## config.mk

```make
export PLATFORM = sky130hd
export DESIGN_NAME = sxc_top
export DESIGN_NICKNAME = d
export VERILOG_FILES = /design/src/inc/sxc_pkg.sv /design/src/logic/sxc_fast_req.sv /design/src/logic/sxc_sram_guard.sv /design/src/logic/sxc_top.sv
export VERILOG_INCLUDE_DIRS = /design/src /design/src/inc
export SDC_FILE = /design/constraint.sdc
export NUM_CORES = 1
export LEC_CHECK = 0
export BUFFER_PORTS_ARGS = -buffer_cell sky130_fd_sc_hd__buf_2
export CORE_ASPECT_RATIO = 1.75
export CORE_MARGIN = 4
export CORE_UTILIZATION = 30
export CTS_BUF_LIST = sky130_fd_sc_hd__clkbuf_4 sky130_fd_sc_hd__clkbuf_8
export DETAILED_ROUTE_END_ITERATION = 16
export PLACE_DENSITY = 0.48
export SLEW_MARGIN = 10
export SYNTH_ARGS = -nofsm -noshare
export SYNTH_HDL_FRONTEND = slang
export SYNTH_HIERARCHICAL = 1
export SYNTH_SLANG_ARGS = --single-unit
```

## constraint.sdc

```tcl
create_clock -name mclk -period 4.3 [get_ports mclk]
set_input_delay 0.86 -clock mclk [delete_from_list [all_inputs] [get_ports mclk]]
set_output_delay 0.86 -clock mclk [all_outputs]
set_load 0.02 [all_outputs]
```

## src/inc/sxc_map.svh

```systemverilog
// sxc_map.svh: offsets, field positions, keys and counts of the system controller housekeeping block
// assumes: included by bare name from the bench and design files
`ifndef SXC_MAP_SVH
`define SXC_MAP_SVH

// ------------------------------------------------------------
// register select codes of the access port
// ------------------------------------------------------------
`define SXC_SEL_LOCK      4'h0
`define SXC_SEL_OSCCFG    4'h1
`define SXC_SEL_BOUNDARY  4'h2
`define SXC_SEL_PMODE     4'h3
`define SXC_SEL_IOREL     4'h4
`define SXC_SEL_CAUSE     4'h5
`define SXC_SEL_STORE     4'h6
`define SXC_SEL_CLKSTAT   4'h7
`define SXC_SEL_SYSSTAT   4'h8
`define SXC_SEL_FLASHWS   4'h9

// ------------------------------------------------------------
// field positions and key
// ------------------------------------------------------------
`define SXC_KEY_MSB       31
`define SXC_KEY_LSB       24
`define SXC_KEY_VAL       8'ha5
`define SXC_LOCK_BIT      0
`define SXC_FASTEN_BIT    0
`define SXC_BLOCK_BIT     1
`define SXC_REL_BIT       0
`define SXC_PMODE_SHDN    2'h3

// ------------------------------------------------------------
// reset values and timing
// ------------------------------------------------------------
`define SXC_BOUNDARY_RST  16'h0000
`define SXC_FAST_HOLD_CYC 41
`define SXC_WS_FAST       1'b1
`define SXC_WS_SLOW       1'b0

`endif

```

## src/inc/sxc_pkg.sv

```systemverilog
// sxc_pkg: types shared by the system controller housekeeping modules
// assumes: compiled before all design files
package sxc_pkg;
  typedef enum logic [1:0] {
    SXC_SRC_FAST  = 2'b00,
    SXC_SRC_SLOW  = 2'b01,
    SXC_SRC_OTHER = 2'b10
  } sxc_mclk_src_t;

  typedef enum logic [1:0] {
    SXC_FR_IDLE = 2'b00,
    SXC_FR_REQ  = 2'b01,
    SXC_FR_HOLD = 2'b10
  } sxc_fr_state_t;
endpackage

```

## src/logic/sxc_fast_req.sv

```systemverilog
// sxc_fast_req: asynchronous fast clock request gating and post-request hold
// assumes: request inputs synchronous to mclk; hold counted in mclk cycles
`timescale 1ns/1ps
`include "sxc_map.svh"
module sxc_fast_req #(
  parameter int IRQ_W    = 8,
  parameter int HOLD_CYC = `SXC_FAST_HOLD_CYC
) (
  // clock and reset
  input  wire logic             mclk,
  input  wire logic             reset_n,
  // requests and configuration
  input  wire logic [IRQ_W-1:0] cpu_irq,
  input  wire logic             periph_req,
  input  wire logic             irq_fast_en,
  input  wire logic             global_block,
  input  wire logic             cfg_changed,
  // results
  output logic                  force_fast,
  output logic                  restore_cfg
);
  localparam int CW = $clog2(HOLD_CYC + 1);
  sxc_pkg::sxc_fr_state_t state_ff, nxt_state;
  logic [CW-1:0] cnt_ff, nxt_cnt;
  logic          chg_ff, nxt_chg;
  logic          rst_ff, nxt_rst;
  logic          req;

  // ------------------------------------------------------------
  // request merge
  // ------------------------------------------------------------
  assign req = !global_block && (periph_req || (irq_fast_en && |cpu_irq));

  always_comb begin
    nxt_state = state_ff;
    nxt_cnt   = cnt_ff;
    nxt_chg   = chg_ff | cfg_changed;
    nxt_rst   = 1'b0;
    case (state_ff)
      sxc_pkg::SXC_FR_IDLE: begin
        nxt_chg = 1'b0;
        if (req) begin
          nxt_state = sxc_pkg::SXC_FR_REQ;
        end
      end
      sxc_pkg::SXC_FR_REQ: begin
        if (!req) begin
          nxt_state = sxc_pkg::SXC_FR_HOLD;
          nxt_cnt   = CW'(HOLD_CYC - 1);
        end
      end
      sxc_pkg::SXC_FR_HOLD: begin
        if (req) begin
          nxt_state = sxc_pkg::SXC_FR_REQ;
        end else if (cnt_ff == '0) begin
          nxt_state = sxc_pkg::SXC_FR_IDLE;
          nxt_rst   = !nxt_chg;
        end else begin
          nxt_cnt = cnt_ff - 1'b1;
        end
      end
      default: nxt_state = sxc_pkg::SXC_FR_IDLE;
    endcase
  end

  always_ff @(posedge mclk or negedge reset_n) begin
    if (!reset_n) begin
      state_ff <= sxc_pkg::SXC_FR_IDLE;
      cnt_ff   <= '0;
      chg_ff   <= 1'b0;
      rst_ff   <= 1'b0;
    end else begin
      state_ff <= nxt_state;
      cnt_ff   <= nxt_cnt;
      chg_ff   <= nxt_chg;
      rst_ff   <= nxt_rst;
    end
  end

  assign force_fast  = state_ff != sxc_pkg::SXC_FR_IDLE;
  assign restore_cfg = rst_ff;
endmodule

```

## src/logic/sxc_sram_guard.sv

```systemverilog
// sxc_sram_guard: write-exclusive-execute check against the sram boundary
// assumes: one access per cycle, word address relative to sram base
`timescale 1ns/1ps
module sxc_sram_guard #(
  parameter int AW = 16
) (
  // access
  input  wire logic [AW-1:0] addr,
  input  wire logic          is_write,
  input  wire logic          is_fetch,
  input  wire logic [AW-1:0] boundary,
  // verdict
  output logic               wr_deny,
  output logic               ex_deny
);
  logic upper;
  assign upper   = addr >= boundary;
  assign wr_deny = is_write && upper;
  assign ex_deny = is_fetch && !upper;
endmodule

```

## src/logic/sxc_top.sv

```systemverilog
// sxc_top: system controller housekeeping: fast requests, sram guard, flash waits, shutdown, lock
// assumes: access port and status inputs synchronous to mclk; ret_reset_n only at power-on
`timescale 1ns/1ps
`include "sxc_map.svh"
// Function
// - cpu interrupt raises fast clock request when enabled
// - below boundary read-write, above read-execute
// - flash waits chosen automatically for fast/slow clocks
// - shutdown powers regulator off, exit gives brownout
// - pin states latched at shutdown entry, frozen
// - pins released only by keyed release write
// - debug pins locked until pin release
// - four retained bytes survive shutdown, readable
// - lock active blocks protected register writes
// - listed registers exempt from the write lock
// - reading reset cause clears it
// - keyed registers ignore writes with wrong key
// - clock status reports osc, source, slow osc, error
// - system status shows peripheral status bits
// - forced fast clock held 41 cycles after drop
// - global block ignores all fast requests
module sxc_top #(
  parameter int IRQ_W  = 8,
  parameter int AW     = 16,
  parameter int IO_W   = 32,
  parameter int STAT_W = 8
) (
  // clock and resets
  input  wire logic              mclk,
  input  wire logic              reset_n,
  input  wire logic              ret_reset_n,
  // register access
  input  wire logic              acc_wr,
  input  wire logic              acc_rd,
  input  wire logic [3:0]        acc_sel,
  input  wire logic [31:0]       acc_wdata,
  output logic [31:0]            acc_rdata_ff,
  // fast clock requests
  input  wire logic [IRQ_W-1:0]  cpu_irq,
  input  wire logic              periph_req,
  output logic                   force_fast_ff,
  output logic                   restore_cfg_ff,
  // sram access check
  input  wire logic [AW-1:0]     sram_addr,
  input  wire logic              sram_write,
  input  wire logic              sram_fetch,
  output logic                   sram_wr_deny_ff,
  output logic                   sram_ex_deny_ff,
  // clock status
  input  wire logic [1:0]        mclk_src,
  input  wire logic [1:0]        fast_osc_freq,
  input  wire logic              slow_osc_good,
  input  wire logic              clk_req_err,
  output logic                   flash_wait_ff,
  // peripheral status
  input  wire logic [STAT_W-1:0] periph_status,
  // shutdown
  input  wire logic              sleep_req,
  input  wire logic              wake_event,
  input  wire logic [IO_W-1:0]   io_cfg_live,
  output logic                   core_reg_off_ff,
  output logic                   brownout_reset_ff,
  output logic                   io_hold_ff,
  output logic [IO_W-1:0]        io_cfg_held_ff,
  output logic                   swd_lock_ff
);
  // ------------------------------------------------------------
  // helpers
  // ------------------------------------------------------------
  function automatic logic key_ok(input logic [31:0] d);
    key_ok = d[`SXC_KEY_MSB:`SXC_KEY_LSB] == `SXC_KEY_VAL;
  endfunction

  logic            wr_lock, wr_osc, wr_bnd, wr_pm, wr_rel, wr_sto, wr_ws, rd_cause;
  logic            lock_ff, nxt_lock;
  logic            fast_en_ff, nxt_fast_en;
  logic            block_ff, nxt_block;
  logic [AW-1:0]   bnd_ff, nxt_bnd;
  logic [1:0]      pmode_ff, nxt_pmode;
  logic            ws_sw_ff, nxt_ws_sw;
  logic            ff_fast, ff_rst, g_wr, g_ex;
  logic            nxt_flash_wait;
  logic [31:0]     nxt_rdata;
  logic            shdn_enter;
  logic            nxt_core_off, nxt_brownout_reset, nxt_hold;
  logic [IO_W-1:0] nxt_held;
  logic [31:0]     store_ff, nxt_store;
  logic            cause_ff, nxt_cause;

  // ------------------------------------------------------------
  // write qualification
  // ------------------------------------------------------------
  always_comb begin
    wr_lock  = acc_wr && acc_sel == `SXC_SEL_LOCK;
    wr_osc   = acc_wr && acc_sel == `SXC_SEL_OSCCFG && !lock_ff && key_ok(acc_wdata);
    wr_bnd   = acc_wr && acc_sel == `SXC_SEL_BOUNDARY && !lock_ff;
    wr_ws    = acc_wr && acc_sel == `SXC_SEL_FLASHWS && !lock_ff;
    wr_pm    = acc_wr && acc_sel == `SXC_SEL_PMODE && key_ok(acc_wdata);
    wr_rel   = acc_wr && acc_sel == `SXC_SEL_IOREL && key_ok(acc_wdata)
               && acc_wdata[`SXC_REL_BIT];
    wr_sto   = acc_wr && acc_sel == `SXC_SEL_STORE;
    rd_cause = acc_rd && acc_sel == `SXC_SEL_CAUSE;
  end

  // ------------------------------------------------------------
  // configuration registers
  // ------------------------------------------------------------
  // a refused write simply keeps the old value; no error path exists
  always_comb begin
    nxt_lock    = wr_lock ? acc_wdata[`SXC_LOCK_BIT] : lock_ff;
    nxt_fast_en = wr_osc ? acc_wdata[`SXC_FASTEN_BIT] : fast_en_ff;
    nxt_block   = wr_osc ? acc_wdata[`SXC_BLOCK_BIT] : block_ff;
    nxt_bnd     = wr_bnd ? acc_wdata[AW-1:0] : bnd_ff;
    nxt_ws_sw   = wr_ws ? acc_wdata[0] : ws_sw_ff;
    nxt_pmode   = wr_pm ? acc_wdata[1:0] : pmode_ff;
  end

  always_ff @(posedge mclk or negedge reset_n) begin
    if (!reset_n) begin
      lock_ff    <= 1'b0;
      fast_en_ff <= 1'b0;
      block_ff   <= 1'b0;
      bnd_ff     <= `SXC_BOUNDARY_RST;
      ws_sw_ff   <= 1'b1;
      pmode_ff   <= 2'h0;
    end else begin
      lock_ff    <= nxt_lock;
      fast_en_ff <= nxt_fast_en;
      block_ff   <= nxt_block;
      bnd_ff     <= nxt_bnd;
      ws_sw_ff   <= nxt_ws_sw;
      pmode_ff   <= nxt_pmode;
    end
  end

  // ------------------------------------------------------------
  // fast requests and sram guard
  // ------------------------------------------------------------
  sxc_fast_req #(
    .IRQ_W    (IRQ_W),
    .HOLD_CYC (`SXC_FAST_HOLD_CYC)
  ) u_fast (
    .mclk         (mclk),
    .reset_n      (reset_n),
    .cpu_irq      (cpu_irq),
    .periph_req   (periph_req),
    .irq_fast_en  (fast_en_ff),
    .global_block (block_ff),
    .cfg_changed  (wr_osc),
    .force_fast   (ff_fast),
    .restore_cfg  (ff_rst)
  );

  sxc_sram_guard #(
    .AW (AW)
  ) u_guard (
    .addr     (sram_addr),
    .is_write (sram_write),
    .is_fetch (sram_fetch),
    .boundary (bnd_ff),
    .wr_deny  (g_wr),
    .ex_deny  (g_ex)
  );

  // ------------------------------------------------------------
  // flash waits and read data
  // ------------------------------------------------------------
  always_comb begin
    if (mclk_src == sxc_pkg::SXC_SRC_FAST) begin
      nxt_flash_wait = `SXC_WS_FAST;
    end else if (mclk_src == sxc_pkg::SXC_SRC_SLOW) begin
      nxt_flash_wait = `SXC_WS_SLOW;
    end else begin
      nxt_flash_wait = ws_sw_ff;
    end
  end

  always_comb begin
    nxt_rdata = 32'h0000_0000;
    if (!acc_rd) begin
      nxt_rdata = 32'h0000_0000;
    end else if (acc_sel == `SXC_SEL_LOCK) begin
      nxt_rdata[0] = lock_ff;
    end else if (acc_sel == `SXC_SEL_OSCCFG) begin
      nxt_rdata[1:0] = {block_ff, fast_en_ff};
    end else if (acc_sel == `SXC_SEL_BOUNDARY) begin
      nxt_rdata[AW-1:0] = bnd_ff;
    end else if (acc_sel == `SXC_SEL_PMODE) begin
      nxt_rdata[1:0] = pmode_ff;
    end else if (acc_sel == `SXC_SEL_IOREL) begin
      nxt_rdata[0] = io_hold_ff;
    end else if (acc_sel == `SXC_SEL_CAUSE) begin
      nxt_rdata[0] = cause_ff;
    end else if (acc_sel == `SXC_SEL_STORE) begin
      nxt_rdata = store_ff;
    end else if (acc_sel == `SXC_SEL_CLKSTAT) begin
      nxt_rdata[6:0] = {clk_req_err, slow_osc_good, mclk_src, fast_osc_freq, ff_fast};
    end else if (acc_sel == `SXC_SEL_SYSSTAT) begin
      nxt_rdata[STAT_W-1:0] = periph_status;
    end else if (acc_sel == `SXC_SEL_FLASHWS) begin
      nxt_rdata[0] = ws_sw_ff;
    end
  end

  always_ff @(posedge mclk or negedge reset_n) begin
    if (!reset_n) begin
      acc_rdata_ff    <= 32'h0000_0000;
      force_fast_ff   <= 1'b0;
      restore_cfg_ff  <= 1'b0;
      sram_wr_deny_ff <= 1'b0;
      sram_ex_deny_ff <= 1'b0;
      flash_wait_ff   <= 1'b1;
    end else begin
      acc_rdata_ff    <= nxt_rdata;
      force_fast_ff   <= ff_fast;
      restore_cfg_ff  <= ff_rst;
      sram_wr_deny_ff <= g_wr;
      sram_ex_deny_ff <= g_ex;
      flash_wait_ff   <= nxt_flash_wait;
    end
  end

  // ------------------------------------------------------------
  // retained shutdown state
  // ------------------------------------------------------------
  // these survive the brownout reset; only the power-on reset clears them
  assign shdn_enter = sleep_req && pmode_ff == `SXC_PMODE_SHDN && !core_reg_off_ff;

  always_comb begin
    nxt_core_off       = core_reg_off_ff;
    nxt_brownout_reset = 1'b0;
    if (shdn_enter) begin
      nxt_core_off = 1'b1;
    end else if (core_reg_off_ff && wake_event) begin
      nxt_core_off       = 1'b0;
      nxt_brownout_reset = 1'b1;
    end
    // entry wins over a release in the same cycle
    nxt_hold = shdn_enter ? 1'b1 : (wr_rel ? 1'b0 : io_hold_ff);
    nxt_held = shdn_enter ? io_cfg_live : io_cfg_held_ff;
    nxt_store = store_ff;
    if (wr_sto) begin
      nxt_store = acc_wdata;
    end
    // a new exit outranks a read-clear in the same cycle
    nxt_cause = nxt_brownout_reset ? 1'b1 : (rd_cause ? 1'b0 : cause_ff);
  end

  always_ff @(posedge mclk or negedge ret_reset_n) begin
    if (!ret_reset_n) begin
      core_reg_off_ff   <= 1'b0;
      brownout_reset_ff <= 1'b0;
      io_hold_ff        <= 1'b0;
      io_cfg_held_ff    <= '0;
      swd_lock_ff       <= 1'b0;
      store_ff          <= 32'h0000_0000;
      cause_ff          <= 1'b0;
    end else begin
      core_reg_off_ff   <= nxt_core_off;
      brownout_reset_ff <= nxt_brownout_reset;
      io_hold_ff        <= nxt_hold;
      io_cfg_held_ff    <= nxt_held;
      swd_lock_ff       <= nxt_hold;
      store_ff          <= nxt_store;
      cause_ff          <= nxt_cause;
    end
  end
endmodule
```

==> metrics <==
Hold Crit Depth 0; number of placed cells counting well taps 900; post-CTS setup buffer count 0; # fillers 2016; Synth area leader dfrtp_1; Seq/Total Area, Yosys 54.9%; FMAX 395 MHz; antenna diode count 0; residual DRC count 0; class of the worst hold path flop to flop; kind of start point of the critical path primary input; reg2reg end io_cfg_held_ff[30]; total grt overflow 0; number of levels the H-tree was split into 4; first-pass iteration count of the detailed router 5; peak supply drop 0.215 mV; result of the run finished clean; Post-Syn Area per Cell 12.9 sq um; Post-synth EDFFs 0; most common library cells after synthesis dfrtp_1 (135), mux2_2 (46), mux2_4 (40); area grow syn2layout 24.5%; maximum cell stage delay along the critical path 670 ps; GRT met3 Usage 3.62%; Synth Register Bits 137; via count of the first global-routing pass 4641; placement row count 69; Netlist cell types 61; r2r setup slk 2250 ps; Worst Max-Slew Pin Slew 1160 ps; Final #Nets 805; Final Instance Count excl. Fillers 932; Setup Skew 8.46 ps; Die Wd 117 um; CTS resizes 0; IO Pins 189; final-report hold violation count 0; shortest period the worst path allows 2530 ps; average routed wire per standard cell 18.0 um; most frequent cell after synthesis dfrtp_1; routability congestion estimate from global placement 0.871; routed via count divided by cell count 4.81; vertical die dimension 199 um; Worst Setup Path Type primary input to flop; crit share post-route 58.9%; async set-reset flop share out of synthesis 100%; ordered cell list for the critical path buf_2 -> nand3b_2 -> nor2_4 -> nand2_2 -> mux2_4; count of nets left with antenna violations after detail routing 0; CP max FO 32; number of clock sinks seen by CTS 137; unrepaired setup endpoints after global routing false; CP max stage cell nand2_2; I/O Buffers 188; overall via count from detail_route 4482; CORE AREA 0.0204 sq mm; required time reported for the critical path endpoint 4620 ps; CTS Root Cell clkbuf_8; worst reg2reg path startpoint core_reg_off_ff; total of endpoints with negative setup slack in the final report 0; max-cap check violation count 0; clock buffers created by TritonCTS 17; Leakage 4.15 nW; initial detailed-routing violation count 131; first-pass GRT wire length 25500 um; biggest area contributors in the synthesized netlist dfrtp_1 (54%), mux2_4 (9.6%), mux2_2 (8.3%), ha_1 (3.6%), and2_1 (2.0%); total detailed-routing wirelength 16800 um; Netlist Area Pre-Place 0.00624 sq mm; starting utilization of the core area 30.6%; top cell type's share of synthesized area 54.1%; GR peak layer met2; remaining max-slew budget at the tightest pin 22.3%; total die area 0.0233 sq mm; met1 Usage GRT 16.3%; Hold Buf Count CTS 0; clock-pin transition on the worst setup and hold timing paths 80 ps; worst min-delay path startpoint u_fast/restore_cfg; Slew Viols, Final 0; maximum number of pins on one net before global-route repair 70; path depth of the worst reg2reg path 4; total power divided by cell area 408 mW/mm^2; net count after synthesis 619; deepest clock path buffer count 2; layout cell share with drive strength beyond 1 47.4%; total routing usage reported by global routing 14.6%; number of synthesis warnings 6; Post-synth top flop dfrtp_1; gate count of the mapped netlist 485; number of antenna violations at the first check in global routing 0; Final HPWL DP 12800 um; type of destination of the critical path flop; fraction of met2 tracks used by global routing 26.1%; arrival time at the worst endpoint 2850 ps; CTS tree built; clock network latency to the later pin of the worst-skew pair 440 ps; setup TNS 0 ps; hold path endpoint restore_cfg_ff
-- cell type report --
type	instances	area, sq um	share of cell area, %
multi-input combinational	303	2580	33.2
sequential	137	3430	44.1
clock inverter	15	178	2.29
clock buffer	17	234	3.01
timing repair buffer	189	953	12.3
tap	248	310	3.99
inverter	23	86.3	1.11
-- cells by family after synthesis --
family	synth area share, %
flip-flops	54.9
AND/OR/NAND/NOR	10.7
multiplexers	18.6
AO/OA/AOI/OAI	8.40
buffers and inverters	3.71
adder cells (fa/ha/maj)	3.61
-- power by group --
group	internal [W]	total, W	switching, W	leakage, nW
registers	0.00144	0.00155	0.000115	1.80
logic	0.000283	0.000526	0.000243	2.14
clock network	0.000574	0.00109	0.000520	0.206
-- metrics by stage --
stage / hold slack, ps / worst slack (ps) / utilization (%) / total power (W) / cell area, sq um
floorplan: 331 / 2240 / - / 0.00191 / 6240
CTS: 365 / 1790 / 38.2 / 0.00322 / 7770
finish: 364 / 1770 / 38.2 / 0.00317 / 7770
global placement: 335 / 1420 / 36.1 / 0.00208 / 7360
global route: 368 / 1670 / 38.2 / 0.00334 / 7770
detailed placement: 346 / 1300 / 36.1 / 0.00211 / 7360
-- how the worst max path moves through the flow --
stage,from,endpoint,slack (ps),depth (start not counted)
3_5_place_dp,acc_sel[1],store_ff[30],1300,5
6_report,acc_sel[1],store_ff[20],1770,5
5_1_grt,acc_sel[1],store_ff[25],1670,5
3_3_place_gp,acc_sel[1],store_ff[30],1420,5
4_1_cts,acc_sel[1],store_ff[26],1790,5
2_1_floorplan,acc_sel[3],u_fast/restore_cfg,2240,6
-- routing by layer --
| metal | vias up | wire length [um] |
|---|---|---|
| li1 | 2097 | - |
| met1 | 2202 | 6140 |
| met3 | 23 | 1000 |
| met5 | - | 0 |
| met2 | 160 | 9270 |
| met4 | 0 | 381 |
-- layout by cell type, fill, tap and decap left out, drive strengths merged, types with 3 or more instances in the layout --
cell type	instances
dfrtp	135
clkinv	9
ha	18
o21bai	3
nor3	6
and3	4
a22o	5
nand4	8
inv	24
bufinv	3
o21ai	22
clkbuf	17
o21a	3
buf	189
a21oi	17
nor2	29
mux2	86
nand2b	4
nand3b	4
nor4	4
a22oi	9
nand2	21
nand3	6
and2	20
-- worst max-delay path, delay by kind of cell --
family	cells	cell delay, ps
buffers and inverters	1	310
multiplexers	1	540
AND/OR/NAND/NOR	3	1120
-- flip-flops by register name, summed over array words and instances, names as in the netlist, 2 cells and up --
signal and flops:
pmode_ff 2, u_fast/state_ff 2, bnd_ff 16, u_fast/cnt_ff 6, store_ff 32, io_cfg_held_ff 32, acc_rdata_ff 32
No activity file was read; power rests on OpenSTA's default activity.
